$ cat config.mk
export PLATFORM = sky130hd
export DESIGN_NAME = pviu_top
export DESIGN_NICKNAME = d
export VERILOG_FILES = /design/src/pkg/pviu_pkg.sv /design/src/pkg/pviu_arb_if.sv /design/src/hdl/pviu_top.sv /design/src/hdl/pviu_sync.sv /design/src/hdl/pviu_arbiter.sv
export SDC_FILE = /design/constraint.sdc
export NUM_CORES = 1
export LEC_CHECK = 0
export BUFFER_PORTS_ARGS = -buffer_cell sky130_fd_sc_hd__buf_4
export CAP_MARGIN = 20
export CORE_MARGIN = 2
export CORE_UTILIZATION = 35
export CTS_BUF_LIST = sky130_fd_sc_hd__clkbuf_8
export DETAILED_ROUTE_END_ITERATION = 7
export PLACE_DENSITY = 0.57
export SLEW_MARGIN = 40
export SYNTH_ARGS = -nofsm -noshare
export SYNTH_HDL_FRONTEND = slang
export SYNTH_SLANG_ARGS = --single-unit
export TNS_END_PERCENT = 1
$ cat constraint.sdc
create_clock -name sys_clk -period 137.9 [get_ports sys_clk]
set_clock_uncertainty 0.05 [all_clocks]
set_input_delay 6.895 -clock sys_clk [delete_from_list [all_inputs] [get_ports sys_clk]]
set_output_delay 6.895 -clock sys_clk [all_outputs]
set_load 0.005 [all_outputs]
$ cat src/pkg/pviu_pkg.sv
package pviu_pkg;
	// ----------------------------------------------------------------
	// Sources and widths
	// ----------------------------------------------------------------
	localparam int NUM_SRC       = 38;
	localparam int IDX_W         = 6;
	localparam int LVL_W         = 3;
	localparam int MASK_FIRST    = 10;
	localparam int DMA_START_LST = 33;
	localparam int PIN_COUNT     = 4;
	localparam int PERIPH_COUNT  = 24;
	localparam int MASK_LVL_BITS = (NUM_SRC - MASK_FIRST) * LVL_W;
	localparam int ADDR_W        = 24;
	localparam int DATA_W        = 16;
	localparam int NEST_W        = 8;
	localparam int SR_MASK_LSB   = 12;

	// ----------------------------------------------------------------
	// Fixed values and reset values
	// ----------------------------------------------------------------
	localparam logic [LVL_W-1:0]  LVL_MAX     = 3'h7;
	localparam logic [LVL_W-1:0]  LVL_NONE    = 3'h0;
	localparam logic [LVL_W-1:0]  MASK_RESET  = 3'h7;
	localparam logic [NEST_W-1:0] NEST_RESET  = 8'h00;
	localparam logic [ADDR_W-1:0] SP_RESET    = 24'h000000;
	localparam logic [ADDR_W-1:0] VEC_BASE    = 24'hFFFF00;
	localparam logic [ADDR_W-1:0] WORD_STEP   = 24'h000002;
	localparam logic [ADDR_W-1:0] FRAME_SIZE  = 24'h000006;
	localparam logic [IDX_W-1:0]  NO_DMA_CODE = 6'h00;

	// ----------------------------------------------------------------
	// Acceptance and return sequence steps, in clock cycles
	// ----------------------------------------------------------------
	localparam int             ACCEPT_STATES = 18;
	localparam logic [4:0] STEP_PUSH_PCH = 5'h01;
	localparam logic [4:0] STEP_PUSH_PCL = 5'h03;
	localparam logic [4:0] STEP_PUSH_SR  = 5'h05;
	localparam logic [4:0] STEP_MASK     = 5'h07;
	localparam logic [4:0] STEP_TBL_LO   = 5'h09;
	localparam logic [4:0] STEP_TBL_HI   = 5'h0B;
	localparam logic [4:0] STEP_TBL_END  = 5'h0D;
	localparam logic [4:0] STEP_JUMP     = 5'(ACCEPT_STATES - 1);
	localparam logic [4:0] RET_RD_SR     = 5'h00;
	localparam logic [4:0] RET_RD_PCL    = 5'h02;
	localparam logic [4:0] RET_RD_PCH    = 5'h04;
	localparam logic [4:0] RET_DONE      = 5'h06;

	typedef enum logic [1:0] {
		ST_IDLE   = 2'b00,
		ST_ACCEPT = 2'b01,
		ST_FIRST  = 2'b11,
		ST_RETURN = 2'b10
	} pviu_state_t;
endpackage

$ cat src/pkg/pviu_arb_if.sv
`timescale 1ns/1ps
`default_nettype none
// Winner of the priority resolution, handed to the sequencer
interface pviu_arb_if;
	logic                      valid;
	logic [pviu_pkg::IDX_W-1:0] index;
	logic [pviu_pkg::LVL_W-1:0] level;
	logic                      nonmask;
	modport arb (output valid, output index, output level, output nonmask);
	modport seq (input valid, input index, input level, input nonmask);
endinterface
`default_nettype wire

$ cat src/hdl/pviu_top.sv
`timescale 1ns/1ps
`default_nettype none
// Contract
// Same level: best default priority wins, cleared
// Smaller vector value always wins ties
// Push PC and status at stack pointer
// Mask becomes level plus one, seven stays
// Nesting counter increments on acceptance
// Handler address fetched from base plus vector
// Acceptance takes eighteen clock cycles
// Return restores PC, status, decrements nesting
// Maskable level zero or seven never accepted
// Accept when level at least the mask
// Non-maskable sources ignore the mask
// No sampling until first handler instruction
// Reset sets mask to all ones
// Vector table is top 256 bytes
// Illegal opcode shares third trap vector
// Start code equals vector divided by four
// Transfer-end sources last, no start code
// Mask instructions load operand or seven
// Only highest level request is forwarded
// Non-maskable sources count as level seven
// Pending flag holds until vector read
module pviu_top (
	input  wire logic                               sys_clk,
	input  wire logic                               reset,
	input  wire logic                               nmi_pin,
	input  wire logic [pviu_pkg::PIN_COUNT-1:0]     ext_int_pin,
	input  wire logic                               watchdog_irq,
	input  wire logic [pviu_pkg::PERIPH_COUNT-1:0]  periph_irq,
	input  wire logic [pviu_pkg::MASK_LVL_BITS-1:0] src_level,
	input  wire logic                               software_trap,
	input  wire logic [2:0]                         trap_num,
	input  wire logic                               illegal_opcode_trap,
	input  wire logic                               set_mask_level_instr,
	input  wire logic [pviu_pkg::LVL_W-1:0]         mask_operand,
	input  wire logic                               mask_all_instr,
	input  wire logic                               return_from_interrupt,
	input  wire logic                               first_instr_done,
	input  wire logic [pviu_pkg::ADDR_W-1:0]        cpu_pc,
	input  wire logic [pviu_pkg::DATA_W-1:0]        cpu_sr,
	input  wire logic                               sp_load,
	input  wire logic [pviu_pkg::ADDR_W-1:0]        sp_value,
	input  wire logic [pviu_pkg::DATA_W-1:0]        mem_rdata,
	output var  logic                               mem_rd,
	output var  logic                               mem_wr,
	output var  logic [pviu_pkg::ADDR_W-1:0]        mem_addr,
	output var  logic [pviu_pkg::DATA_W-1:0]        mem_wdata,
	output var  logic                               pc_load,
	output var  logic [pviu_pkg::ADDR_W-1:0]        pc_value,
	output var  logic                               sr_load,
	output var  logic [pviu_pkg::DATA_W-1:0]        sr_value,
	output var  logic [pviu_pkg::LVL_W-1:0]         interrupt_mask_level,
	output var  logic [pviu_pkg::NEST_W-1:0]        nesting_counter,
	output var  logic [pviu_pkg::ADDR_W-1:0]        system_stack_pointer,
	output var  logic                               ack_valid,
	output var  logic [7:0]                         ack_vector,
	output var  logic [pviu_pkg::IDX_W-1:0]         ack_dma_code
);
	import pviu_pkg::*;

	pviu_state_t       state;
	pviu_state_t       next_state;
	logic [4:0]        step;
	logic [4:0]        next_step;
	logic [NUM_SRC-1:0] pending;
	logic [NUM_SRC-1:0] next_pending;
	logic [NUM_SRC-1:0] prev_pending;
	logic [NUM_SRC-1:0] prev_clr;
	logic [PIN_COUNT:0] pin_sync;
	logic [PIN_COUNT:0] pin_prev;
	logic [ADDR_W-1:0] saved_pc;
	logic [ADDR_W-1:0] next_saved_pc;
	logic [DATA_W-1:0] saved_sr;
	logic [DATA_W-1:0] next_saved_sr;
	logic [ADDR_W-1:0] handler;
	logic [ADDR_W-1:0] next_handler;
	logic [LVL_W-1:0]  acc_level;
	logic [LVL_W-1:0]  next_acc_level;
	logic [IDX_W-1:0]  acc_index;
	logic [IDX_W-1:0]  next_acc_index;
	logic              next_mem_rd;
	logic              next_mem_wr;
	logic [ADDR_W-1:0] next_mem_addr;
	logic [DATA_W-1:0] next_mem_wdata;
	logic              next_pc_load;
	logic [ADDR_W-1:0] next_pc_value;
	logic              next_sr_load;
	logic [DATA_W-1:0] next_sr_value;
	logic [LVL_W-1:0]  next_mask;
	logic [NEST_W-1:0] next_nest;
	logic [ADDR_W-1:0] next_sp;

	pviu_arb_if arb_bus ();

	// ----------------------------------------------------------------
	// Pin inputs and request collection
	// ----------------------------------------------------------------
	pviu_sync #(
		.WIDTH (PIN_COUNT + 1)
	) u_sync (
		.sys_clk  (sys_clk),
		.reset    (reset),
		.async_in ({ext_int_pin, nmi_pin}),
		.sync_out (pin_sync)
	);

	// Pins request on a rising edge of the synchronised level
	always_ff @(posedge sys_clk or posedge reset) begin
		if (reset)
			pin_prev <= '0;
		else
			pin_prev <= pin_sync;
	end

	// Source order: traps 0-7, NMI 8, watchdog 9, pins 10-13, peripherals
	wire [PIN_COUNT:0] pin_rise  = pin_sync & ~pin_prev;
	wire [7:0]         trap_hit  = software_trap ? (8'h01 << trap_num) : 8'h00;
	wire [7:0]         undef_hit = {5'h00, illegal_opcode_trap, 2'h0};
	wire [NUM_SRC-1:0] set_req   = {periph_irq, pin_rise[PIN_COUNT:1], watchdog_irq,
	                                pin_rise[0], trap_hit | undef_hit};

	// ----------------------------------------------------------------
	// Priority resolution and acceptance decision
	// ----------------------------------------------------------------
	pviu_arbiter u_arb (
		.pending   (pending),
		.src_level (src_level),
		.sys_clk   (sys_clk),
		.reset     (reset),
		.bus       (arb_bus)
	);

	// Sampling only in idle; return instruction takes precedence
	wire mask_ok = arb_bus.nonmask || (arb_bus.level >= interrupt_mask_level);
	wire take    = (state == ST_IDLE) && !return_from_interrupt
	               && arb_bus.valid && mask_ok;
	wire [NUM_SRC-1:0] clr_req = take ? ({{(NUM_SRC-1){1'b0}}, 1'b1} << arb_bus.index)
	                                  : '0;
	wire               in_dma  = (arb_bus.index >= IDX_W'(MASK_FIRST))
	                             && (arb_bus.index <= IDX_W'(DMA_START_LST));
	wire               mask_cmd = mask_all_instr || set_mask_level_instr;
	wire [LVL_W-1:0]   mask_val = mask_all_instr ? LVL_MAX : mask_operand;
	wire [LVL_W-1:0]   new_mask = (acc_level == LVL_MAX) ? LVL_MAX
	                                                     : acc_level + 3'h1;
	wire [ADDR_W-1:0]  vec_addr = VEC_BASE + {16'h0000, acc_index, 2'b00};
	wire [DATA_W-1:0]  sr_push  = {saved_sr[DATA_W-1:SR_MASK_LSB+LVL_W],
	                               interrupt_mask_level, saved_sr[SR_MASK_LSB-1:0]};

	// Set wins over the clear of the served flag
	assign next_pending = (pending & ~clr_req) | set_req;

	// ----------------------------------------------------------------
	// Acceptance, return and mask sequencer
	// ----------------------------------------------------------------
	always_comb begin
		next_state     = state;
		next_step      = step + 5'h01;
		next_mem_rd    = 1'b0;
		next_mem_wr    = 1'b0;
		next_mem_addr  = mem_addr;
		next_mem_wdata = mem_wdata;
		next_pc_load   = 1'b0;
		next_pc_value  = pc_value;
		next_sr_load   = 1'b0;
		next_sr_value  = sr_value;
		next_mask      = interrupt_mask_level;
		next_nest      = nesting_counter;
		next_sp        = sp_load ? sp_value : system_stack_pointer;
		next_handler   = handler;
		next_saved_pc  = saved_pc;
		next_saved_sr  = saved_sr;
		next_acc_level = acc_level;
		next_acc_index = acc_index;
		case (state)
			ST_IDLE: begin
				next_step = 5'h00;
				if (return_from_interrupt) begin
					next_state = ST_RETURN;
				end else if (take) begin
					next_state     = ST_ACCEPT;
					next_step      = STEP_PUSH_PCH;
					next_saved_pc  = cpu_pc;
					next_saved_sr  = cpu_sr;
					next_acc_level = arb_bus.level;
					next_acc_index = arb_bus.index;
				end else if (mask_cmd) begin
					next_mask = mask_val;
				end
			end
			ST_ACCEPT: begin
				case (step)
					STEP_PUSH_PCH: begin
						next_mem_wr    = 1'b1;
						next_mem_addr  = system_stack_pointer - WORD_STEP;
						next_mem_wdata = {8'h00, saved_pc[ADDR_W-1:DATA_W]};
					end
					STEP_PUSH_PCL: begin
						next_mem_wr    = 1'b1;
						next_mem_addr  = system_stack_pointer - WORD_STEP - WORD_STEP;
						next_mem_wdata = saved_pc[DATA_W-1:0];
					end
					STEP_PUSH_SR: begin
						next_mem_wr    = 1'b1;
						next_mem_addr  = system_stack_pointer - FRAME_SIZE;
						next_mem_wdata = sr_push;
						next_sp        = system_stack_pointer - FRAME_SIZE;
					end
					STEP_MASK: begin
						next_mask = new_mask;
						next_nest = nesting_counter + 8'h01;
					end
					STEP_TBL_LO: begin
						next_mem_rd   = 1'b1;
						next_mem_addr = vec_addr;
					end
					STEP_TBL_HI: begin
						next_handler[DATA_W-1:0] = mem_rdata;
						next_mem_rd   = 1'b1;
						next_mem_addr = vec_addr + WORD_STEP;
					end
					STEP_TBL_END: begin
						next_handler[ADDR_W-1:DATA_W] = mem_rdata[7:0];
					end
					STEP_JUMP: begin
						next_pc_load  = 1'b1;
						next_pc_value = handler;
						next_state    = ST_FIRST;
					end
					default: begin
					end
				endcase
			end
			ST_FIRST: begin
				// Handler's first instruction may lower or raise the mask
				next_step = 5'h00;
				if (mask_cmd)
					next_mask = mask_val;
				if (first_instr_done)
					next_state = ST_IDLE;
			end
			ST_RETURN: begin
				case (step)
					RET_RD_SR: begin
						next_mem_rd   = 1'b1;
						next_mem_addr = system_stack_pointer;
					end
					RET_RD_PCL: begin
						next_saved_sr = mem_rdata;
						next_mem_rd   = 1'b1;
						next_mem_addr = system_stack_pointer + WORD_STEP;
					end
					RET_RD_PCH: begin
						next_handler[DATA_W-1:0] = mem_rdata;
						next_mem_rd   = 1'b1;
						next_mem_addr = system_stack_pointer + WORD_STEP + WORD_STEP;
					end
					RET_DONE: begin
						next_pc_load  = 1'b1;
						next_pc_value = {mem_rdata[7:0], handler[DATA_W-1:0]};
						next_sr_load  = 1'b1;
						next_sr_value = saved_sr;
						next_mask     = saved_sr[SR_MASK_LSB +: LVL_W];
						next_sp       = system_stack_pointer + FRAME_SIZE;
						next_nest     = (nesting_counter != NEST_RESET) ?
						                nesting_counter - 8'h01 : NEST_RESET;
						next_state    = ST_IDLE;
					end
					default: begin
					end
				endcase
			end
			default: next_state = ST_IDLE;
		endcase
	end

	// Control and sequence registers
	always_ff @(posedge sys_clk or posedge reset) begin
		if (reset) begin
			state                <= ST_IDLE;
			step                 <= 5'h00;
			pending              <= '0;
			interrupt_mask_level <= MASK_RESET;
			nesting_counter      <= NEST_RESET;
			system_stack_pointer <= SP_RESET;
		end else begin
			state                <= next_state;
			step                 <= next_step;
			pending              <= next_pending;
			interrupt_mask_level <= next_mask;
			nesting_counter      <= next_nest;
			system_stack_pointer <= next_sp;
		end
	end

	// Bus, program counter and status outputs
	always_ff @(posedge sys_clk or posedge reset) begin
		if (reset) begin
			mem_rd    <= 1'b0;
			mem_wr    <= 1'b0;
			mem_addr  <= '0;
			mem_wdata <= '0;
			pc_load   <= 1'b0;
			pc_value  <= '0;
			sr_load   <= 1'b0;
			sr_value  <= '0;
		end else begin
			mem_rd    <= next_mem_rd;
			mem_wr    <= next_mem_wr;
			mem_addr  <= next_mem_addr;
			mem_wdata <= next_mem_wdata;
			pc_load   <= next_pc_load;
			pc_value  <= next_pc_value;
			sr_load   <= next_sr_load;
			sr_value  <= next_sr_value;
		end
	end

	// Working registers of the sequence
	always_ff @(posedge sys_clk or posedge reset) begin
		if (reset) begin
			saved_pc  <= '0;
			saved_sr  <= '0;
			handler   <= '0;
			acc_level <= LVL_NONE;
			acc_index <= '0;
		end else begin
			saved_pc  <= next_saved_pc;
			saved_sr  <= next_saved_sr;
			handler   <= next_handler;
			acc_level <= next_acc_level;
			acc_index <= next_acc_index;
		end
	end

	// Vector read strobe with vector and start code of the winner
	always_ff @(posedge sys_clk or posedge reset) begin
		if (reset) begin
			ack_valid    <= 1'b0;
			ack_vector   <= 8'h00;
			ack_dma_code <= NO_DMA_CODE;
		end else begin
			ack_valid    <= take;
			ack_vector   <= take ? {arb_bus.index, 2'b00} : ack_vector;
			ack_dma_code <= !take ? ack_dma_code :
			                in_dma ? arb_bus.index : NO_DMA_CODE;
		end
	end

	// Helper history for the flag assertion
	always_ff @(posedge sys_clk or posedge reset) begin
		if (reset) begin
			prev_pending <= '0;
			prev_clr     <= '0;
		end else begin
			prev_pending <= pending;
			prev_clr     <= clr_req;
		end
	end

	// ----------------------------------------------------------------
	// Checks
	// ----------------------------------------------------------------
	AST_FLAG_HOLD: assert property (
		@(posedge sys_clk) disable iff (reset)
		((prev_pending & ~pending & ~prev_clr) == '0))
		else $error("pending flag dropped without its vector read");
	AST_PUSH_PC: assert property (
		@(posedge sys_clk) disable iff (reset)
		ack_valid |=> (mem_wr && mem_addr == system_stack_pointer - WORD_STEP))
		else $error("program counter not pushed below stack pointer");
	AST_MASK_UPDATE: assert property (
		@(posedge sys_clk) disable iff (reset)
		ack_valid |-> ##7 (interrupt_mask_level == new_mask))
		else $error("mask not set to accepted level plus one");
	AST_NEST_INC: assert property (
		@(posedge sys_clk) disable iff (reset)
		ack_valid |-> ##7 (nesting_counter == $past(nesting_counter, 7) + 8'h01))
		else $error("nesting counter not incremented");
	AST_VECTOR_FETCH: assert property (
		@(posedge sys_clk) disable iff (reset)
		ack_valid |-> ##9 (mem_rd && mem_addr == VEC_BASE + {16'h0000, ack_vector}))
		else $error("handler address read from wrong table entry");
	AST_ACCEPT_LEN: assert property (
		@(posedge sys_clk) disable iff (reset)
		ack_valid |-> (!pc_load [*8] ##10 pc_load))
		else $error("acceptance did not take eighteen cycles");
	AST_RETURN_NEST: assert property (
		@(posedge sys_clk) disable iff (reset)
		(state == ST_RETURN && step == RET_DONE && nesting_counter != NEST_RESET)
		|=> (sr_load && nesting_counter == $past(nesting_counter) - 8'h01))
		else $error("return did not restore and decrement");
	AST_HOLD_OFF: assert property (
		@(posedge sys_clk) disable iff (reset)
		(state == ST_ACCEPT || state == ST_FIRST) |-> !take)
		else $error("request sampled before first handler instruction");
endmodule
`default_nettype wire

$ cat src/hdl/pviu_sync.sv
`timescale 1ns/1ps
`default_nettype none
module pviu_sync #(
	parameter int WIDTH = 1
) (
	input  wire logic             sys_clk,
	input  wire logic             reset,
	input  wire logic [WIDTH-1:0] async_in,
	output var  logic [WIDTH-1:0] sync_out
);
	logic [WIDTH-1:0] meta;

	// ----------------------------------------------------------------
	// Two flip-flop synchroniser per bit
	// ----------------------------------------------------------------
	genvar g;
	for (g = 0; g < WIDTH; g++) begin : g_bit
		always_ff @(posedge sys_clk or posedge reset) begin
			if (reset) begin
				meta[g]     <= 1'b0;
				sync_out[g] <= 1'b0;
			end else begin
				meta[g]     <= async_in[g];
				sync_out[g] <= meta[g];
			end
		end
	end
endmodule
`default_nettype wire

$ cat src/hdl/pviu_arbiter.sv
`timescale 1ns/1ps
`default_nettype none
module pviu_arbiter (
	input  wire logic [pviu_pkg::NUM_SRC-1:0]       pending,
	input  wire logic [pviu_pkg::MASK_LVL_BITS-1:0] src_level,
	input  wire logic                               sys_clk,
	input  wire logic                               reset,
	pviu_arb_if.arb                                 bus
);
	import pviu_pkg::*;

	logic [LVL_W-1:0] eff [NUM_SRC];
	logic [LVL_W-1:0] best_lvl;
	logic [IDX_W-1:0] best_idx;
	logic             better_seen;

	// ----------------------------------------------------------------
	// Effective level per source, zero meaning not eligible
	// ----------------------------------------------------------------
	genvar g;
	for (g = 0; g < NUM_SRC; g++) begin : g_lvl
		if (g < MASK_FIRST) begin : g_nmi
			assign eff[g] = pending[g] ? LVL_MAX : LVL_NONE;
		end else begin : g_msk
			wire [LVL_W-1:0] lvl = src_level[(g - MASK_FIRST) * LVL_W +: LVL_W];
			wire             ok  = (lvl != LVL_NONE) && (lvl != LVL_MAX);
			assign eff[g] = (pending[g] && ok) ? lvl : LVL_NONE;
		end
	end

	// Highest level wins, ties go to the lowest index
	always_comb begin
		best_lvl = LVL_NONE;
		best_idx = '0;
		for (int i = NUM_SRC - 1; i >= 0; i--) begin
			if (eff[i] != LVL_NONE && eff[i] >= best_lvl) begin
				best_lvl = eff[i];
				best_idx = IDX_W'(i);
			end
		end
	end

	// Outputs towards the sequencer
	assign bus.valid   = (best_lvl != LVL_NONE);
	assign bus.index   = best_idx;
	assign bus.level   = best_lvl;
	assign bus.nonmask = (best_idx < IDX_W'(MASK_FIRST));

	// Helper: some eligible source beats the chosen one
	always_comb begin
		better_seen = 1'b0;
		for (int i = 0; i < NUM_SRC; i++) begin
			if (eff[i] > best_lvl || (eff[i] == best_lvl && eff[i] != LVL_NONE
			    && IDX_W'(i) < best_idx))
				better_seen = 1'b1;
		end
	end

	AST_WINNER_BEST: assert property (
		@(posedge sys_clk) disable iff (reset) bus.valid |-> !better_seen)
		else $error("arbiter picked a source that is not the best");
	AST_NO_LEVEL07: assert property (
		@(posedge sys_clk) disable iff (reset)
		(bus.valid && !bus.nonmask) |-> (bus.level != LVL_MAX && bus.level != LVL_NONE))
		else $error("maskable source forwarded at level 0 or 7");
	AST_NMI_LEVEL: assert property (
		@(posedge sys_clk) disable iff (reset)
		(bus.valid && bus.nonmask) |-> bus.level == LVL_MAX)
		else $error("non-maskable source not at level 7");
endmodule
`default_nettype wire

======== After elaboration in Yosys (flattened, before gate mapping) ========
Cells that the tools add are included.
storage, ports and cells
  input port bits ......................... 209
  logic and storage cells ................. 506
  register bits after elaboration ......... 265
  output and inout bits ................... 134
operators by class
  reduce and logical (&&, ||, !) cells .... 188
  eq/ne operators ......................... 56
  add/sub/neg operators ................... 12
  $lt $le $gt $ge ......................... 42
  multiplexer cells ....................... 165
  bitwise operators ....................... 7
  shift operators ......................... 2
operator list
  kind                                                  count
  2-to-1 mux 3 bit                                      83
  2-to-1 mux 6 bit                                      39
  nonzero test 3 bit                                    68
  one-hot mux 24 bit (2 select lines)                   3
  2-to-1 mux 24 bit                                     5
  one-hot mux 24 bit (5 select lines)                   1
  >= comparator 3 bit                                   38
  logical AND 1 bit                                     98
  != test 3 bit (second input constant)                 29
  2-to-1 mux 16 bit                                     5
  one-hot mux 24 bit (3 select lines)                   1
  one-hot mux 16 bit (2 select lines)                   2
  adder 24 x 2 -> 24 bit (second input constant)        2
  one-hot mux 16 bit (3 select lines)                   1
  subtractor 24 x 2 -> 24 bit (second input constant)   2
  AND 38 bit                                            1
  2-to-1 mux 38 bit                                     1
  NOT 38 bit                                            1
  bitwise OR 38 bit                                     1
  << shifter 1 x 6 -> 38 bit (first input constant)     1
  2-to-1 mux 8 bit                                      4
  adder 24 x 3 -> 24 bit (second input constant)        1
  subtractor 24 x 3 -> 24 bit (second input constant)   1
  equality test 5 x 3 -> 1 bit (second input constant)  4
  44 further kinds                                      80

======== Longest topological paths before layout ========
  depth after elaboration ................. 125
  depth in mapped cells ................... 275
  mapped depth without buffers ............ 269

======== Cells and area by module ========
Synthesis repeated with hierarchy kept, for this count alone.
unflattened totals
  cells, all modules ...................... 2729
  area, all modules ....................... 21944.8 sq um
modules (own cells, without submodules)
  module        cells an instance  area each (sq um)  times used
  pviu_top      1755               15118.2            1
  pviu_arbiter  963                6572.6             1
  pviu_sync     11                 254.0              1

======== Least setup slack after synthesis ========
No wires, ideal clock.
  path kind ............................... input to register
  from .................................... in src_level[81] (netlist name)
  to ...................................... reg saved_sr[15]
  arrival ................................. 54.924 ns
  path buffers ............................ 7
  cell stages on the path ................. 273
  setup slack ............................. 82.800 ns
  cells stage by stage .................... nand2_1 nand2_1 o21ai_0 nand2_1 nor2_1 ha_1 nor2b_1 o21ai_2 nand4_1 mux2_2 ha_1 a21o_1 a31oi_2 a21o_1 buf_4 mux2_2 ha_1 nand2b_1 (+237 left out) nand4_1 ha_1 nand2b_1 a21oi_1 nor2_1 o21ai_0 nand3_1 nor2_1 nand2_1 ha_1 a21o_1 a21oi_1 and2_1 a22o_1 buf_6 buf_2 o41ai_1 a221o_1
on the way
  cells in the longest elaborated chain, start to end .. 123
  elaborated cells between the ends (all ways) .. 166
  those cells by class .................... order compare: 40; eq/ne: 2; mux: 77; reduce/logical: 47
RTL lines
  what                                                                RTL line                             source
  start: declaration                                                  pviu_top.sv:32                       input wire logic [pviu_pkg::MASK_LVL_BITS-1:0] src_level,
  != test 3 bit or nonzero test 3 bit (tied branches)                 pviu_arbiter.sv:26                   wire ok = (lvl != LVL_NONE) && (lvl != LVL_MAX);
  logical AND 1 bit                                                   pviu_arbiter.sv:26
  logical AND 1 bit                                                   pviu_arbiter.sv:27                   assign eff[g] = (pending[g] && ok) ? lvl : LVL_NONE;
  2-to-1 mux 3 bit (*)                                                pviu_arbiter.sv:27
  >= comparator 3 x 1 -> 1 bit or nonzero test 3 bit (tied branches)  pviu_arbiter.sv:36                   if (eff[i] != LVL_NONE && eff[i] >= best_lvl) begin
  logical AND 1 bit                                                   pviu_arbiter.sv:36
  2-to-1 mux 3 bit (*)                                                pviu_arbiter.sv:36
  >= comparator 3 bit                                                 pviu_arbiter.sv:36
  (+108 left out)                                                     n/a
  logical AND 1 bit                                                   pviu_arbiter.sv:36
  2-to-1 mux 3 bit (*)                                                pviu_arbiter.sv:36
  named net arb_bus.level (one bit)                                   pviu_arb_if.sv:7                     logic [pviu_pkg::LVL_W-1:0] level;
  >= comparator 3 bit or nonzero test 3 bit (tied branches)           pviu_top.sv:136, pviu_arbiter.sv:44
  logical OR 1 bit or logical AND 1 bit (tied branches)               pviu_top.sv:136, pviu_top.sv:138
  logical AND 1 bit (*)                                               pviu_top.sv:138                      && arb_bus.valid && mask_ok;
  != test 2 bit (no line) (*)                                         n/a
  AND reduction 4 bit (no line) (*)                                   n/a
  end signal: assignment                                              pviu_top.sv:330                      saved_sr <= next_saved_sr;
  end: declaration                                                    pviu_top.sv:75                       logic [DATA_W-1:0] saved_sr;
Mark *: on every way through the listed nets, which the timed path passes. The rest lies on a longest branch.
A chain may end at the register's enable or synchronous reset.

======== Worst setup path in the final report ========
  from .................................... in src_level[81] (netlist name)
  to ...................................... reg saved_pc[5]
on the way
  cells in the longest elaborated chain, start to end .. 122
  elaborated cells between the ends (all ways) .. 165
  those cells by class .................... order compare: 40; eq/ne: 1; mux: 77; reduce/logical: 47
RTL lines
  what                                                                RTL line                             source
  != test 3 bit or nonzero test 3 bit (tied branches)                 pviu_arbiter.sv:26
  logical AND 1 bit                                                   pviu_arbiter.sv:26
  logical AND 1 bit                                                   pviu_arbiter.sv:27
  2-to-1 mux 3 bit (*)                                                pviu_arbiter.sv:27
  >= comparator 3 x 1 -> 1 bit or nonzero test 3 bit (tied branches)  pviu_arbiter.sv:36
  logical AND 1 bit                                                   pviu_arbiter.sv:36
  2-to-1 mux 3 bit (*)                                                pviu_arbiter.sv:36
  >= comparator 3 bit                                                 pviu_arbiter.sv:36
  (+107 left out)                                                     n/a
  >= comparator 3 bit                                                 pviu_arbiter.sv:36
  logical AND 1 bit                                                   pviu_arbiter.sv:36
  2-to-1 mux 3 bit (*)                                                pviu_arbiter.sv:36
  named net arb_bus.level (one bit)                                   pviu_arb_if.sv:7
  >= comparator 3 bit or nonzero test 3 bit (tied branches)           pviu_top.sv:136, pviu_arbiter.sv:44
  logical OR 1 bit or logical AND 1 bit (tied branches)               pviu_top.sv:136, pviu_top.sv:138
  logical AND 1 bit (*)                                               pviu_top.sv:138
  AND reduction 3 bit (no line) (*)                                   n/a
  end signal: assignment                                              pviu_top.sv:329                      saved_pc <= next_saved_pc;
  end: declaration                                                    pviu_top.sv:73                       logic [ADDR_W-1:0] saved_pc;
Marks and branches as above.

==> reports/metrics.cfg <==
[setup_path]
crit_slowest_cell = inv_2
worst-path-buf-inv = 9
crit_family = compound AO/OA/AOI/OAI gates
arrival_ns = 63.06
crit_path_end_kind = register
r2r_slack_ns = 81.44
slowest_delay_ns = 0.78
critPathKind = input port to register
cpMostUsedCell = ha_1
cp.required_ns = 138.35
critical_path.startpoint_type = input port
path_max_fanout = 30

[yosys]
ys_seq_area_share_pct = 31.0
syn_avg_cell_area_um2 = 8.13
synth_compound_area_share_pct = 23.5
synth-simple-area-share_pct = 24.0
synth_top_area_share_pct = 30.7
syn_area_um2 = 21400
synthFlopType = dfrtp_1
synth_fa_ha_area_share_pct = 6.67
ys_ff_latch = 265
ys_warn_count = 0
synth_cell_types = 104
synth_mux_area_share_pct = 6.00
synth-edff-count = 0
synth_top_area_cell = dfrtp_1
synthArstFlopShare_pct = 100
synth_xor_area_share_pct = 4.26
synth_area_leaders = dfrtp_1, ha_1, nand2_1
syn_inst = 2628
synth_top_family_by_area = simple AND/OR/NAND/NOR gates

[clocking]
clk_path_buf_depth = 3
numClockSinks = 265
post_cts.resized_instances = 0
cts-root-buf = clkbuf_8
postCtsSetupBuffers = 0
cts_tree = built
cts.clk_slew.worst_paths_ns = 0.05
numCtsBuffers = 49
clk-insertion-delay-late_ns = 0.66
postCtsHoldBufs = 0
htree_levels = 2

[detailed_routing]
first_pass_iters = 7
drt-initial-drc-count = 1432
ant_nets = 0
vias = 21200
drc_errors = 0
avgRoutedWirePerCell_um = 21.0
via_per_inst = 5.70
wl_mm = 78.1

[job]
cap_violations = 0

[global_route]
grt_pass1_wl_mm = 121
grt.total_usage_pct = 24.2
grt_max_degree = 104
grt_pass1_vias = 20700
grt-ovfl-total = 0
antenna_found_initial = 2

[place]
dp_hpwl_mm = 59.8
gp_congestion = 0.923
port_buffers = 340

[floorplan]
die_x_um = 251
ioPinCount = 343
start_util_pct = 35.4
die_area_um2 = 63100
core_area_um2 = 60400
die_h_um = 251
placementRows = 90

[sta]
worst-slew-pin-transition_ns = 0.889
setup_viol = 0
post-route-period-util_pct = 45.4
rsz0062_at_grt = no
clock.fmax_mhz = 16.0
layout_min_cycle_time_ns = 62.62
slew_violations = 0
final_hold_viol_count = 0
relSlewSlack_pct = 40.7
setup_tns_ns = 0

[run_status]
status = completed

[final_layout]
drive_above_1_share_pct = 19.9
n_antenna_cell = 0
areaGrowthSynthToFinish_pct = 20.0
nNetsFinal = 3226
fillCellCount = 6074

[worst_hold_path]
hold_class = register to register

-- cells in the mapped netlist, types with 52 or more instances --
master      n
nand2_1   354
dfrtp_1   262
nor2_1    195
o21ai_0   174
a21oi_1   141
ha_1      114
clkbuf_1  111
nand3_1   105
inv_1      98
and3_1     68
nor3_1     65
xor2_1     63
mux2_2     62
nand2b_1   52
-- metrics by stage --
step	instances	hold slack [ns]	instance area [um2]	utilization (%)	setup slack [ns]
after global routing	3720	0.311	25700	42.5	69.71
after CTS	3720	0.298	25600	42.5	75.75
final	3720	0.297	25700	42.5	75.28
after floorplan	2629	0.281	21400	-	82.80
after detailed placement	3634	0.285	24700	40.8	75.19
after global placement	3631	0.287	24600	40.7	77.49
-- layout make-up --
class                   instances  area, um2  share of cell area [%]
clock buffers                  63        867                    3.38
clock inverters                23        125                   0.488
inverters                     100        388                    1.51
flip-flops and latches        265       6640                    25.9
repair buffers                366       2790                    10.9
multi-input cells            2121      13900                    54.1
well taps                     782        978                    3.81
-- worst paths after layout --
| kind | from | to | cells past startpoint |
|---|---|---|---|
| max | src_level[81] | saved_pc[5] | 266 |
| min | u_sync.meta[0] | u_sync.sync_out[0] | 0 |
| max reg2reg | pending[37] | saved_pc[5] | 262 |
| min reg2reg | u_sync.meta[0] | u_sync.sync_out[0] | 0 |
| max in group asynchronous | reset | saved_pc[13] | 4 |
| min in group asynchronous | reset | mem_addr[4] | 2 |
-- worst register-to-register path, delay by kind of cell (launching register included) --
family | cells | cell delay [ns]
AOI/OAI and AO/OA | 104 | 24.55
and+or+nand+nor | 103 | 15.83
adders and majority gates | 38 | 10.64
muxes | 9 | 3.40
buffers and inverters | 8 | 1.46
DFF | 1 | 0.44
-- per-layer routing --
layer,global-route usage [%],share of wire [%],vias to the layer above
li1,-,-,10100
met1,31.4,43,10300
met2,40.8,48,703
met3,4.40,6.5,124
met4,7.43,3.0,4
met5,0,0.037,-
-- sequential cells by signal, indices dropped and copies added (netlist names), 16 cells and up --
name / flops
saved_pc: 24
saved_sr: 16
system_stack_pointer: 24
mem_addr: 24
pc_value: 24
handler: 24
sr_value: 16
mem_wdata: 16
pending: 38
-- cells by family (layout without fill, tap and decap cells) --
kind of cell,Yosys count,after routing
xor+xnor,104,104
other cells,1,2
compound gates,730,730
buf+inv,243,552
mux,118,118
simple gates,1053,1053
flops,265,265
fa+ha+maj,114,114
-- cells in the final DEF, fill, tap and decap left out, drive strengths merged, types with 30 or more instances in the layout --
cell,count
buf,366
nand2,354
dfrtp,262
nor2,195
o21ai,186
a21oi,148
inv,117
ha,114
nand3,107
mux2,79
nor3,70
and3,68
xor2,63
clkbuf,63
nand2b,52
a21o,45
xnor2,41
mux2i,39
or3,38
and2,32
o211ai,32
a22o,30
Power is not shown: default switching activity piles up to over one toggle a cycle in this logic, so the estimate is an artifact.
